<file path="config.mk">
export PLATFORM = sky130hd
export DESIGN_NAME = rsmc_strap_capture
export DESIGN_NICKNAME = d
export VERILOG_FILES = /design/src/hw/rsmc_strap_capture.v
export VERILOG_INCLUDE_DIRS = /design/src /design/src/hw
export SDC_FILE = /design/constraint.sdc
export NUM_CORES = 1
export LEC_CHECK = 0
export ABC_CLOCK_PERIOD_IN_PS = 1200
export BUFFER_PORTS_ARGS = -buffer_cell sky130_fd_sc_hd__buf_2
export CELL_PAD_IN_SITES_DETAIL_PLACEMENT = 1
export CELL_PAD_IN_SITES_GLOBAL_PLACEMENT = 1
export CORE_MARGIN = 8
export CORE_UTILIZATION = 25
export CTS_CLUSTER_SIZE = 14
export DETAILED_ROUTE_END_ITERATION = 12
export PLACE_DENSITY_LB_ADDON = 0.3
export SLEW_MARGIN = 10
export SYNTH_ARGS = -nofsm -noshare
export SYNTH_HDL_FRONTEND = slang
export SYNTH_SLANG_ARGS = --single-unit
</file>
<file path="constraint.sdc">
create_clock -name sys_clk -period 1.2 [get_ports sys_clk]
set_input_delay 0.24 -clock sys_clk [delete_from_list [all_inputs] [get_ports sys_clk]]
set_output_delay 0.24 -clock sys_clk [all_outputs]
set_load 0.1 [all_outputs]
</file>
<file path="src/hw/rsmc_regs.vh">
`ifndef RSMC_REGS_VH
`define RSMC_REGS_VH

// ----------------------------------------------------------------
// Register map
// ----------------------------------------------------------------
`define RSMC_ADDR_W        8
`define RSMC_OFS_CONFIG    8'h00
`define RSMC_OFS_STATUS    8'h04
`define RSMC_OFS_PINS      8'h08

// ----------------------------------------------------------------
// Field positions
// ----------------------------------------------------------------
`define RSMC_BIT_MUXBUS    0
`define RSMC_BIT_BIGEND    1
`define RSMC_BIT_SBOOT     2
`define RSMC_BIT_BKMODE    0
`define RSMC_BIT_BKRST     1
`define RSMC_BIT_BUSPIN    0
`define RSMC_BIT_ENDPIN    1
`define RSMC_BIT_BOOTPIN   2

// ----------------------------------------------------------------
// Synchronised pin indices
// ----------------------------------------------------------------
`define RSMC_PIN_BUS       0
`define RSMC_PIN_END       1
`define RSMC_PIN_BOOT      2
`define RSMC_PIN_BKRST     3
`define RSMC_PIN_BKTRIG    4

// ----------------------------------------------------------------
// Reset values and responses
// ----------------------------------------------------------------
`define RSMC_CFG_RST       3'h0
`define RSMC_RESP_OKAY     2'h0
`define RSMC_RESP_SLVERR   2'h2
`define RSMC_ZERO32        32'h0000_0000

`endif

</file>
<file path="src/hw/rsmc_strap_capture.v">
// Summary of operation
// - Main reset returns all logic except the pin synchronisers to initial state
// - Backup reset initialises only backup logic
// - Bus strap high selects multiplexed bus
// - Bus strap low selects separate buses
// - Byte-order strap high selects big endian
// - Boot strap low selects single boot
// - Boot strap high selects normal start
`timescale 1ns/1ps
`default_nettype none
`include "rsmc_regs.vh"

module rsmc_strap_capture (
    input  wire        sys_clk,
    input  wire        reset,
    input  wire        backup_module_reset,
    input  wire        bus_mode_strap,
    input  wire        endian_strap,
    input  wire        boot_select_strap,
    input  wire        backup_mode_trigger,
// ----------------------------------------------------------------
// Configuration and status outputs
// ----------------------------------------------------------------
    output reg         mux_bus_ff,
    output reg         big_endian_ff,
    output reg         single_boot_ff,
    output reg         backup_mode_ff,
    output reg         backup_reset_ff,
// ----------------------------------------------------------------
// AXI4-Lite register bus
// ----------------------------------------------------------------
    input  wire [7:0]  s_axi_awaddr,
    input  wire        s_axi_awvalid,
    output reg         s_axi_awready,
    input  wire [31:0] s_axi_wdata,
    input  wire [3:0]  s_axi_wstrb,
    input  wire        s_axi_wvalid,
    output reg         s_axi_wready,
    output reg  [1:0]  s_axi_bresp,
    output reg         s_axi_bvalid,
    input  wire        s_axi_bready,
    input  wire [7:0]  s_axi_araddr,
    input  wire        s_axi_arvalid,
    output reg         s_axi_arready,
    output reg  [31:0] s_axi_rdata,
    output reg  [1:0]  s_axi_rresp,
    output reg         s_axi_rvalid,
    input  wire        s_axi_rready
);

// ----------------------------------------------------------------
// Pin synchronisers, three stages each
// ----------------------------------------------------------------
    localparam NPIN = 5;
    wire [NPIN-1:0] pin_in;
    reg  [NPIN-1:0] s1_ff;
    reg  [NPIN-1:0] s2_ff;
    reg  [NPIN-1:0] s3_ff;
    reg  [NPIN-1:0] pin_ff;
    assign pin_in = {backup_mode_trigger, backup_module_reset,
                     boot_select_strap, endian_strap, bus_mode_strap};

    genvar gi;
    generate
        for (gi = 0; gi < NPIN; gi = gi + 1) begin : g_sync
            always @(posedge sys_clk) begin
                s1_ff[gi] <= pin_in[gi];
                s2_ff[gi] <= s1_ff[gi];
                s3_ff[gi] <= s2_ff[gi];
                if (s2_ff[gi] == s3_ff[gi]) begin
                    pin_ff[gi] <= s3_ff[gi];
                end
            end
        end
    endgenerate

// ----------------------------------------------------------------
// Reset release detect
// ----------------------------------------------------------------
    reg rst_d_ff;
    always @(posedge sys_clk) begin
        rst_d_ff <= reset;
    end

// ----------------------------------------------------------------
// Strap capture at reset release
// ----------------------------------------------------------------
    always @(posedge sys_clk) begin
        if (reset) begin
            mux_bus_ff     <= 1'b0;
            big_endian_ff  <= 1'b0;
            single_boot_ff <= 1'b0;
        end else if (rst_d_ff) begin
            mux_bus_ff     <= pin_ff[`RSMC_PIN_BUS];
            big_endian_ff  <= pin_ff[`RSMC_PIN_END];
            single_boot_ff <= ~pin_ff[`RSMC_PIN_BOOT];
        end
    end

// ----------------------------------------------------------------
// Backup reset status
// ----------------------------------------------------------------
    always @(posedge sys_clk) begin
        if (reset) begin
            backup_reset_ff <= 1'b0;
        end else begin
            backup_reset_ff <= ~pin_ff[`RSMC_PIN_BKRST];
        end
    end

// ----------------------------------------------------------------
// Backup mode status
// ----------------------------------------------------------------
    always @(posedge sys_clk) begin
        if (reset) begin
            backup_mode_ff <= 1'b0;
        end else if (~pin_ff[`RSMC_PIN_BKRST]) begin
            backup_mode_ff <= 1'b0;
        end else begin
            backup_mode_ff <= ~pin_ff[`RSMC_PIN_BKTRIG];
        end
    end

// ----------------------------------------------------------------
// AXI4-Lite write channel, read-only map
// ----------------------------------------------------------------
    reg aw_got_ff;
    reg w_got_ff;
    reg wr_bad_ff;

// ----------------------------------------------------------------
// Write handshake and error response
// ----------------------------------------------------------------
    always @(posedge sys_clk) begin
        if (reset) begin
            s_axi_awready <= 1'b0;
            s_axi_wready  <= 1'b0;
            s_axi_bvalid  <= 1'b0;
            s_axi_bresp   <= `RSMC_RESP_OKAY;
            aw_got_ff     <= 1'b0;
            w_got_ff      <= 1'b0;
            wr_bad_ff     <= 1'b0;
        end else begin
            s_axi_awready <= 1'b0;
            s_axi_wready  <= 1'b0;
            if (s_axi_awvalid && !aw_got_ff && !s_axi_awready && !s_axi_bvalid) begin
                s_axi_awready <= 1'b1;
                aw_got_ff     <= 1'b1;
                wr_bad_ff     <= 1'b1;
            end
            if (s_axi_wvalid && !w_got_ff && !s_axi_wready && !s_axi_bvalid) begin
                s_axi_wready <= 1'b1;
                w_got_ff     <= 1'b1;
            end
            if (aw_got_ff && w_got_ff && !s_axi_bvalid) begin
                s_axi_bvalid <= 1'b1;
                s_axi_bresp  <= wr_bad_ff ? `RSMC_RESP_SLVERR : `RSMC_RESP_OKAY;
                aw_got_ff    <= 1'b0;
                w_got_ff     <= 1'b0;
            end
            if (s_axi_bvalid && s_axi_bready) begin
                s_axi_bvalid <= 1'b0;
            end
        end
    end

// ----------------------------------------------------------------
// AXI4-Lite read channel
// ----------------------------------------------------------------
    reg [31:0] nxt_rdata;
    reg        nxt_rbad;
    always @* begin
        nxt_rdata = `RSMC_ZERO32;
        nxt_rbad  = 1'b0;
        case (s_axi_araddr)
            `RSMC_OFS_CONFIG: begin
                nxt_rdata[`RSMC_BIT_MUXBUS] = mux_bus_ff;
                nxt_rdata[`RSMC_BIT_BIGEND] = big_endian_ff;
                nxt_rdata[`RSMC_BIT_SBOOT]  = single_boot_ff;
            end
            `RSMC_OFS_STATUS: begin
                nxt_rdata[`RSMC_BIT_BKMODE] = backup_mode_ff;
                nxt_rdata[`RSMC_BIT_BKRST]  = backup_reset_ff;
            end
            `RSMC_OFS_PINS: begin
                nxt_rdata[`RSMC_BIT_BUSPIN]  = pin_ff[`RSMC_PIN_BUS];
                nxt_rdata[`RSMC_BIT_ENDPIN]  = pin_ff[`RSMC_PIN_END];
                nxt_rdata[`RSMC_BIT_BOOTPIN] = pin_ff[`RSMC_PIN_BOOT];
            end
            default: begin
                nxt_rbad = 1'b1;
            end
        endcase
    end

// ----------------------------------------------------------------
// AXI4-Lite read response
// ----------------------------------------------------------------
    always @(posedge sys_clk) begin
        if (reset) begin
            s_axi_arready <= 1'b0;
            s_axi_rvalid  <= 1'b0;
            s_axi_rdata   <= `RSMC_ZERO32;
            s_axi_rresp   <= `RSMC_RESP_OKAY;
        end else begin
            s_axi_arready <= 1'b0;
            if (s_axi_arvalid && !s_axi_arready && !s_axi_rvalid) begin
                s_axi_arready <= 1'b1;
                s_axi_rvalid  <= 1'b1;
                s_axi_rdata   <= nxt_rdata;
                s_axi_rresp   <= nxt_rbad ? `RSMC_RESP_SLVERR : `RSMC_RESP_OKAY;
            end else if (s_axi_rvalid && s_axi_rready) begin
                s_axi_rvalid <= 1'b0;
            end
        end
    end

endmodule // rsmc_strap_capture
`default_nettype wire

</file>
Yosys cells after proc, flatten, opt, wreduce, memory -nomap -nowiden
Index checks and enable logic that the tools add are counted.

storage, ports and cells
  logic and storage cells = 81
  bits of input ports = 64
  bits in registers = 41

operators by class
  reductions and logical operators = 25
  bitwise gates (word level) = 3
  multiplexer cells = 9
  equal/unequal tests = 7

operator list
  cell                                                 count
  logical AND 1 bit                                    12
  equality test 8 x 3 -> 1 bit, second input constant  1
  equality test 8 x 4 -> 1 bit, second input constant  1
  logical NOT 8 bit                                    1
  logical NOT 1 bit                                    7
  case mux 2 bit (3 select lines)                      1
  OR reduction 2 bit                                   3
  equality test 1 bit                                  5
  two-way mux 1 bit                                    5
  two-way mux 2 bit                                    2
  inverter 1 bit                                       3
  OR reduction 3 bit                                   1
  case mux 1 bit (2 select lines)                      1
  nonzero test 2 bit                                   1

Logic depth before layout (Yosys ltp)
Gate-level depths: netlist (run 1).

  word-level depth = 5
  depth in mapped cells = 4

Worst setup path before layout (run 1)
No wires, ideal clock.

  path kind = register to register
  start = register s_axi_rvalid
  end = register s_axi_rdata[0]
  arrival = 1.561 ns
  cell stages (with the launch flop) = 4
  slack = -0.456 ns
  cells stage by stage = dfxtp_1 > or3b_1 > buf_2 > o41ai_2

between the ends
  cells in the longest elaborated chain, start to end = 2

RTL lines
  item                      line                      source
  start: declaration        rsmc_strap_capture.v:47   output reg s_axi_rvalid,
  start signal: assignment  rsmc_strap_capture.v:202  s_axi_rvalid <= 1'b0;
  start signal: assignment  rsmc_strap_capture.v:209  s_axi_rvalid <= 1'b1;
  start signal: assignment  rsmc_strap_capture.v:213  s_axi_rvalid <= 1'b0;
  logical NOT 1 bit         rsmc_strap_capture.v:207  if (s_axi_arvalid && !s_axi_arready && !s_axi_rvalid) begin
  logical AND 1 bit         rsmc_strap_capture.v:207
  end signal: assignment    rsmc_strap_capture.v:203  s_axi_rdata <= `RSMC_ZERO32;
  end signal: assignment    rsmc_strap_capture.v:210  s_axi_rdata <= nxt_rdata;
  end: declaration          rsmc_strap_capture.v:45   output reg [31:0] s_axi_rdata,

No other way between the ends.
A chain may end at the register's enable or synchronous reset.

Worst setup path in the final report (run 1)
  start = register s_axi_rvalid
  end = output port s_axi_rvalid

No word-level cell between the ends.

==> impl_results.md, run 1 <==
* Sequential area share after synthesis at 0.570
* Grt total ovfl at 0
* Met3 wire length at approximately 370 microns
* Vias at ~960
* Nets at 237
* Lkg Pwr at between 0.0008 and 0.0009 uW
* Syn Area/Cell at between 10 and 15 sq um
* CP endpoint kind: primary output
* Clock sinks at 39
* Hold path endpoint: s1_ff[0]
* Post-CTS Hold Buffers at 0
* Top-level I/O count at 110
* R2R setup slack at 0.07 ns
* Hold Path Class: input pin to flip-flop
* Hold Fails Final Rpt at 0
* Worst Reg2Reg Path Length in Cells at 3
* Placed instance count at between 200 and 250
* All-Layer GR Usage at 0.0735
* R2R Path End: s_axi_rdata[0]
* Initial core utilization at 0.252
* DRC violation total after the first TritonRoute iteration at 32
* Layout Skew at 0.00680 ns
* Most frequent cells in the layout: conb_1 (31), dfxtp_1 (21), buf_2 (19)
* Routed wire length at 3050 microns
* Final Critical Period at around 1.2 ns
* DIE WIDTH at between 90 and 100 microns
* CTS tree: yes
* Last weighted congestion value of the routability-driven placer at 0.707
* WS Path Type: flip-flop to primary output
* Ant. Diodes at 0
* Total CTS buffers at 5
* Routed wire per std cell at ~12 microns
* Ys flop type: dfxtp_1
* Port buffer count at 34
* Global-route wire length before repair at 4830 microns
* Fin area at 2050 sq um
* CP Data Required Time at roughly 0.96 ns
* Yosys reg bits at 39
* DRT antenna net count at 0
* Post-synth ARST share at 0
* Dpl hpwl at around 2500 microns
* Worst skew pair latency at between 0.2 and 0.3 ns
* Commonest non-fill, non-tap cell in the layout: conb_1
* Highest metal used: met4
* Mapped cell area at 1460 sq um
* Vias per cell at between 3 and 4
* Post-synth cell types at 25
* Met1 wire length at approximately 1100 microns
* Synth Warn # at 0
* Final setup viols at 0
* Syn-to-layout area delta at 40.8%
* Crit-path cells: buf_6 > buf_12
* R2r startpoint: s_axi_rvalid
* Final Non-Filler Cells at between 200 and 250
* Die height at ~92 microns
* Outcome: complete, no violations
* Detailed Routing Iterations Pass 1 at 3
* Slowest cell on the critical path: dfxtp_4
* Fill count at roughly 630
* Core area at between 5000 and 6000 sq um
* Area of the die at between 8000 and 9000 sq um
* Max-Cap Viols at 0
* Max incr delay on CP at about 0.36 ns
* Met2 wire length at about 1600 microns
* Power Dens Cells at about 1800 nW/um^2
* Placed Area at 1890 sq um
* Htree depth at 2
* Post-synth EDFFs at 5
* RSZ-0062 raised after global routing: false
* Crit path max fanout at 3
* Fmax at approximately 860 MHz
* Crit start category: flip-flop
* DRC Markers at 0
* Share of cells above drive strength 1 at 0.397
* Final Max Tran Viols at 0
* Peak VDD IR at between 0.9 and 1 mV
* Hold path startpoint: bus_mode_strap
* Vias in the first global route at 1015
* Num rows at 28
* Critical Path AT at between 0.9 and 1 ns
* Clk root buf: clkbuf_8
* Depth of the worst hold-timing path at 1
* Tcrit/Tclk final at 0.967
* Initial antenna violation count at 0
* Pin count of the biggest net entering global routing at 22
* Clock transition at path regs at roughly 0.080 ns
* Bufs on Longest Clock Path at 2
* Post-Syn Instances at between 100 and 150
## worst max-delay path: cells and delay by family (launching register included)
| kind | cells | cell delay (ns) |
|---|---|---|
| flip-flops | 1 | 0.36 |
| buffers and inverters | 2 | 0.27 |
## per-stage QoR
stage | hold WS (ns) | setup slack (ns) | setup TNS (ns) | total power, uW | util
floorplan | 0.268 | -0.146 | -0.318 | 2270 | -
global placement | 0.310 | -0.0378 | -0.0670 | 2380 | 0.327
detailed placement | 0.316 | -0.0961 | -0.176 | 2400 | 0.327
CTS | 0.0317 | 0.00195 | 0 | 3720 | 0.352
global route | 0.0225 | 0.0115 | 0 | 3820 | 0.355
finish | 0.0479 | 0.0396 | 0 | 3680 | 0.355
## logic make-up (layout without fill, tap and decap cells)
group	Yosys count	after routing	share of synthesized area
compound gates	12	12	0.0678
flops	39	39	0.570
simple gates	31	31	0.119
buf+inv	34	50	0.168
xor+xnor	5	5	0.0300
mux	6	6	0.0421
other cells	1	31	0.00257
## flip-flops by register name, summed over array words and instances, names as in the netlist, 3 cells and up
name and cells:
pin_ff 5, s_axi_rdata 3, s3_ff 5, s1_ff 5, s2_ff 5
## repair_timing
action                                  in CTS  in global routing
buffers inserted                             0                  2
pin swaps                                    1                  2
gates resized for setup                      2                  2
endpoints found under the setup margin       3                  6
## synth_stat cells, types with 2 or more instances
cell type / n / area (sq um)
a2bb2oi_1: 2 / 17.5
nor2_1: 11 / 41.3
a211oi_1: 2 / 15.0
xnor2_1: 5 / 43.8
a21oi_1: 5 / 25.0
mux2i_1: 5 / 50.1
dfxtp_1: 34 / 681
nand2_1: 2 / 7.51
nor3b_1: 2 / 15.0
nor2b_1: 3 / 18.8
nand2b_1: 4 / 25.0
nor4b_1: 2 / 17.5
o41ai_2: 2 / 32.5
clkbuf_1: 2 / 7.51
buf_4: 31 / 233
edfxtp_1: 5 / 150
nand3b_1: 3 / 22.5
## worst max path at each step
stage | cells past startpoint | end | slack [ns] | from
after detailed placement | 2 | s_axi_rdata[0] | -0.1 | s_axi_arready
after floorplan | 3 | s_axi_rdata[0] | -0.15 | s_axi_arready
after global placement | 4 | s_axi_rdata[1] | -0.04 | s_axi_araddr[1]
after global routing | 2 | s_axi_rvalid | 0.01 | s_axi_rvalid
after CTS | 2 | s_axi_arready | 0.002 | s_axi_arready
final | 2 | s_axi_rvalid | 0.04 | s_axi_rvalid
## metal layers
| metal | vias to the layer above | GRT usage |
|---|---|---|
| li1 | 463 | - |
| met1 | 445 | 0.0629 |
| met2 | 43 | 0.132 |
| met3 | 4 | 0.0437 |
| met4 | 0 | 0.0362 |
| met5 | - | 0 |
## area by class of cell
cell class / instances / area, sq um / share of cell area
clock buffer: 5 / 68.8 / 0.0335
clock inverter: 3 / 67.6 / 0.0329
multi-input combinational: 85 / 508 / 0.248
sequential: 39 / 855 / 0.416
tap: 75 / 93.8 / 0.0457
timing repair buffer: 42 / 459 / 0.224
## where the power goes
group | switching [uW] | internal (uW) | leakage [uW]
Clock | 471 | 829 | 0.0000644
Combinational | 705 | 205 | 0.000477
Sequential | 65.2 | 1410 | 0.000338
Note: power is estimated with default switching activity, not from simulation.
==> run 2: changes to the inputs <==
--- a/config.mk
+++ b/config.mk
@@ -6,12 +6,13 @@
 export SDC_FILE = /design/constraint.sdc
 export NUM_CORES = 1
 export LEC_CHECK = 0
+export ABC_AREA = 1
 export ABC_CLOCK_PERIOD_IN_PS = 1200
 export BUFFER_PORTS_ARGS = -buffer_cell sky130_fd_sc_hd__buf_2
 export CELL_PAD_IN_SITES_DETAIL_PLACEMENT = 1
 export CELL_PAD_IN_SITES_GLOBAL_PLACEMENT = 1
 export CORE_MARGIN = 8
-export CORE_UTILIZATION = 25
+export CORE_UTILIZATION = 24
 export CTS_CLUSTER_SIZE = 14
 export DETAILED_ROUTE_END_ITERATION = 12
 export PLACE_DENSITY_LB_ADDON = 0.3
==> run 2 against run 1 <==
  * Sequential cell count unchanged
  * Cell count grew 8.4%
  * Routed wire length fell by 2.3%
  * Utilization down 2.3 points
  * Non-clock buffer count decreased by 8
  * Sequential power about the same
  * Worst setup slack improved by 0.059 ns
  * Sequential share of layout area increased by 1.5 points
==> impl_results.md, run 2 <==
* Clk root buf: clkbuf_8
* CP endpoint kind: primary output
* Syn Area/Cell at between 9 and 10 sq um
* Max incr delay on CP at between 0.3 and 0.4 ns
* Max-Cap Viols at 0
* Ant. Diodes at 0
* Bufs on Longest Clock Path at 2
* Syn-to-layout area delta at 33.6%
* Htree depth at 2
* Nets at 258
* DRC Markers at 0
* All-Layer GR Usage at 0.0719
* Mapped cell area at roughly 1500 sq um
* Placed instance count at 262
* Slowest cell on the critical path: dfxtp_2
* Initial antenna violation count at 0
* Worst skew pair latency at 0.28 ns
* Last weighted congestion value of the routability-driven placer at just over 0.7
* Post-CTS setup buffers at 0
* Most frequent cells in the layout: conb_1 (31), dfxtp_1 (20), buf_2 (19)
* Setup ws final at 0.0989 ns
* Crit-path cells: buf_12
* Final Non-Filler Cells at 270
* Lkg Pwr at 0.000880 uW
* Post-CTS Hold Buffers at 0
* Routed wire per std cell at 11.0 microns
* Hold Fails Final Rpt at 0
* Grt total ovfl at 0
* Top-count cell post-synth: dfxtp_1
* DIE WIDTH at roughly 94 microns
* DP Worst Slack at between 0.06 and 0.07 ns
* CTS tree: yes
* Clock transition at path regs at approximately 0.080 ns
* CP Data Required Time at 0.96 ns
* Power Dens Cells at between 1500 and 2000 nW/um^2
* Met3 wire length at 250 microns
* Top-level I/O count at 110
* Share of cells above drive strength 1 at 0.308
* Vias in the first global route at approximately 1100
* Detailed Routing Iterations Pass 1 at 4
* WS Path Type: flip-flop to primary output
* Peak VDD IR at about 0.57 mV
* R2r startpoint: s_axi_rvalid
* Pin count of the biggest net entering global routing at 13
* Num rows at 28
* Met1 wire length at between 1000 and 1500 microns
* Highest metal used: met4
* Buf+Inv Stages, Crit Path at 1
* Initial core utilization at 0.248
* Cell taking the most area after synthesis: dfxtp_1
* Cts repair resizes at 0
* Sequential area share after synthesis at 0.565
* Port buffer count at 34
* Clock sinks at 39
* Hold Path Class: input pin to flip-flop
* Tcrit/Tclk final at 0.918
* Fmax at between 900 and 1000 MHz
* Outcome: complete, no violations
* Final Critical Period at between 1 and 1.5 ns
* Ys flop type: dfxtp_1
* DRC violation total after the first TritonRoute iteration at 38
* Area of the die at between 8000 and 9000 sq um
* Final setup viols at 0
* DRT antenna net count at 0
* Critical Path Start: s_axi_rvalid
* Met2 wire length at 1470 microns
* Dpl hpwl at between 2000 and 2500 microns
* Total CTS buffers at 5
* Global-route wire length before repair at 5020 microns
* Area share of the leading cell type in the synthesized netlist at 0.463
* Post-Syn Instances at around 160
* Crit path max fanout at 3
* Hold path startpoint: backup_module_reset
* Commonest non-fill, non-tap cell in the layout: conb_1
* Layout Skew at about 0.0076 ns
* Post-synth EDFFs at 5
* Post-synth cell types at 18
* Synth top area cells: dfxtp_1 (46%), buf_4 (16%), edfxtp_1 (10%)
* Post-synth top cells: dfxtp_1 (34), buf_4 (31), nand2_1 (16), nor2_1 (16), inv_1 (14)
* Vias per cell at around 3.7
* Post-synth ARST share at 0
* Crit start category: flip-flop
* Die height at between 90 and 100 microns
* CP delay by family, top: flip-flops
* Synth Warn # at 0
* RSZ-0062 raised after global routing: false
* Core area at 5920 sq um
* Final Max Tran Viols at 0
* Vias at 1000
* Critical Path AT at approximately 0.86 ns
* Routed wire length at between 2000 and 3000 microns
* Yosys reg bits at 39
run 2: changes by cell type after synthesis, moves of 3 or more:
cell,delta
nor2b_1,-3
o21ai_0,+5
nand3_1,+11
nand2b_1,-4
nand3b_1,-3
nand2_1,+14
a21oi_1,+4
nor2_1,+5
mux2i_1,-5
inv_1,+14
run 2: power by group:
part | switching, uW | leakage [uW] | internal (uW)
Sequential | 69.3 | 0.000337 | 1420
Combinational | 744 | 0.000483 | 185
Clock | 428 | 0.0000594 | 588
run 2: routing by layer:
layer  up-vias  track usage
met1       454       0.0712
met5         -            0
met4         0       0.0555
li1        503            -
met2        39        0.119
met3         4       0.0272
run 2: kinds of logic (layout without fill, tap and decap cells):
group / count (synthesis) / count (layout) / share of synthesized area
buffers and inverters: 46 / 56 / 0.197
flip-flops: 39 / 39 / 0.565
AO/OA/AOI/OAI: 17 / 17 / 0.0621
XOR/XNOR: 5 / 5 / 0.0298
other: 1 / 31 / 0.00255
AND/OR/NAND/NOR: 47 / 47 / 0.143
run 2: worst paths after layout:
path,to,slack [ns],depth (start not counted)
max,s_axi_rvalid,0.1,1
min,s1_ff[3],0.06,1
max reg2reg,s_axi_rdata[1],0.15,4
min reg2reg,s2_ff[0],0.33,0
run 2: layout make-up:
cell class / count / area (sq um)
fill: 685 / 3960
multi-input combinational: 100 / 462
clock inverter: 1 / 5.00
clock buffer: 7 / 108
sequential: 39 / 848
timing repair buffer: 34 / 395
tap: 75 / 93.8
inverter: 14 / 52.6
run 2: metrics by stage:
step           power, uW  instance area [sq um]   util  TNS [ns]  hold slack, ns
6_report            3430                   1960  0.332         0          0.0562
5_1_grt             3610                   1960  0.332         0          0.0334
4_1_cts             3490                   1960  0.332         0          0.0402
3_5_place_dp        2450                   1850  0.313         0           0.314
3_3_place_gp        2440                   1850  0.313         0           0.310
2_1_floorplan       2310                   1600      -   -0.0731           0.268
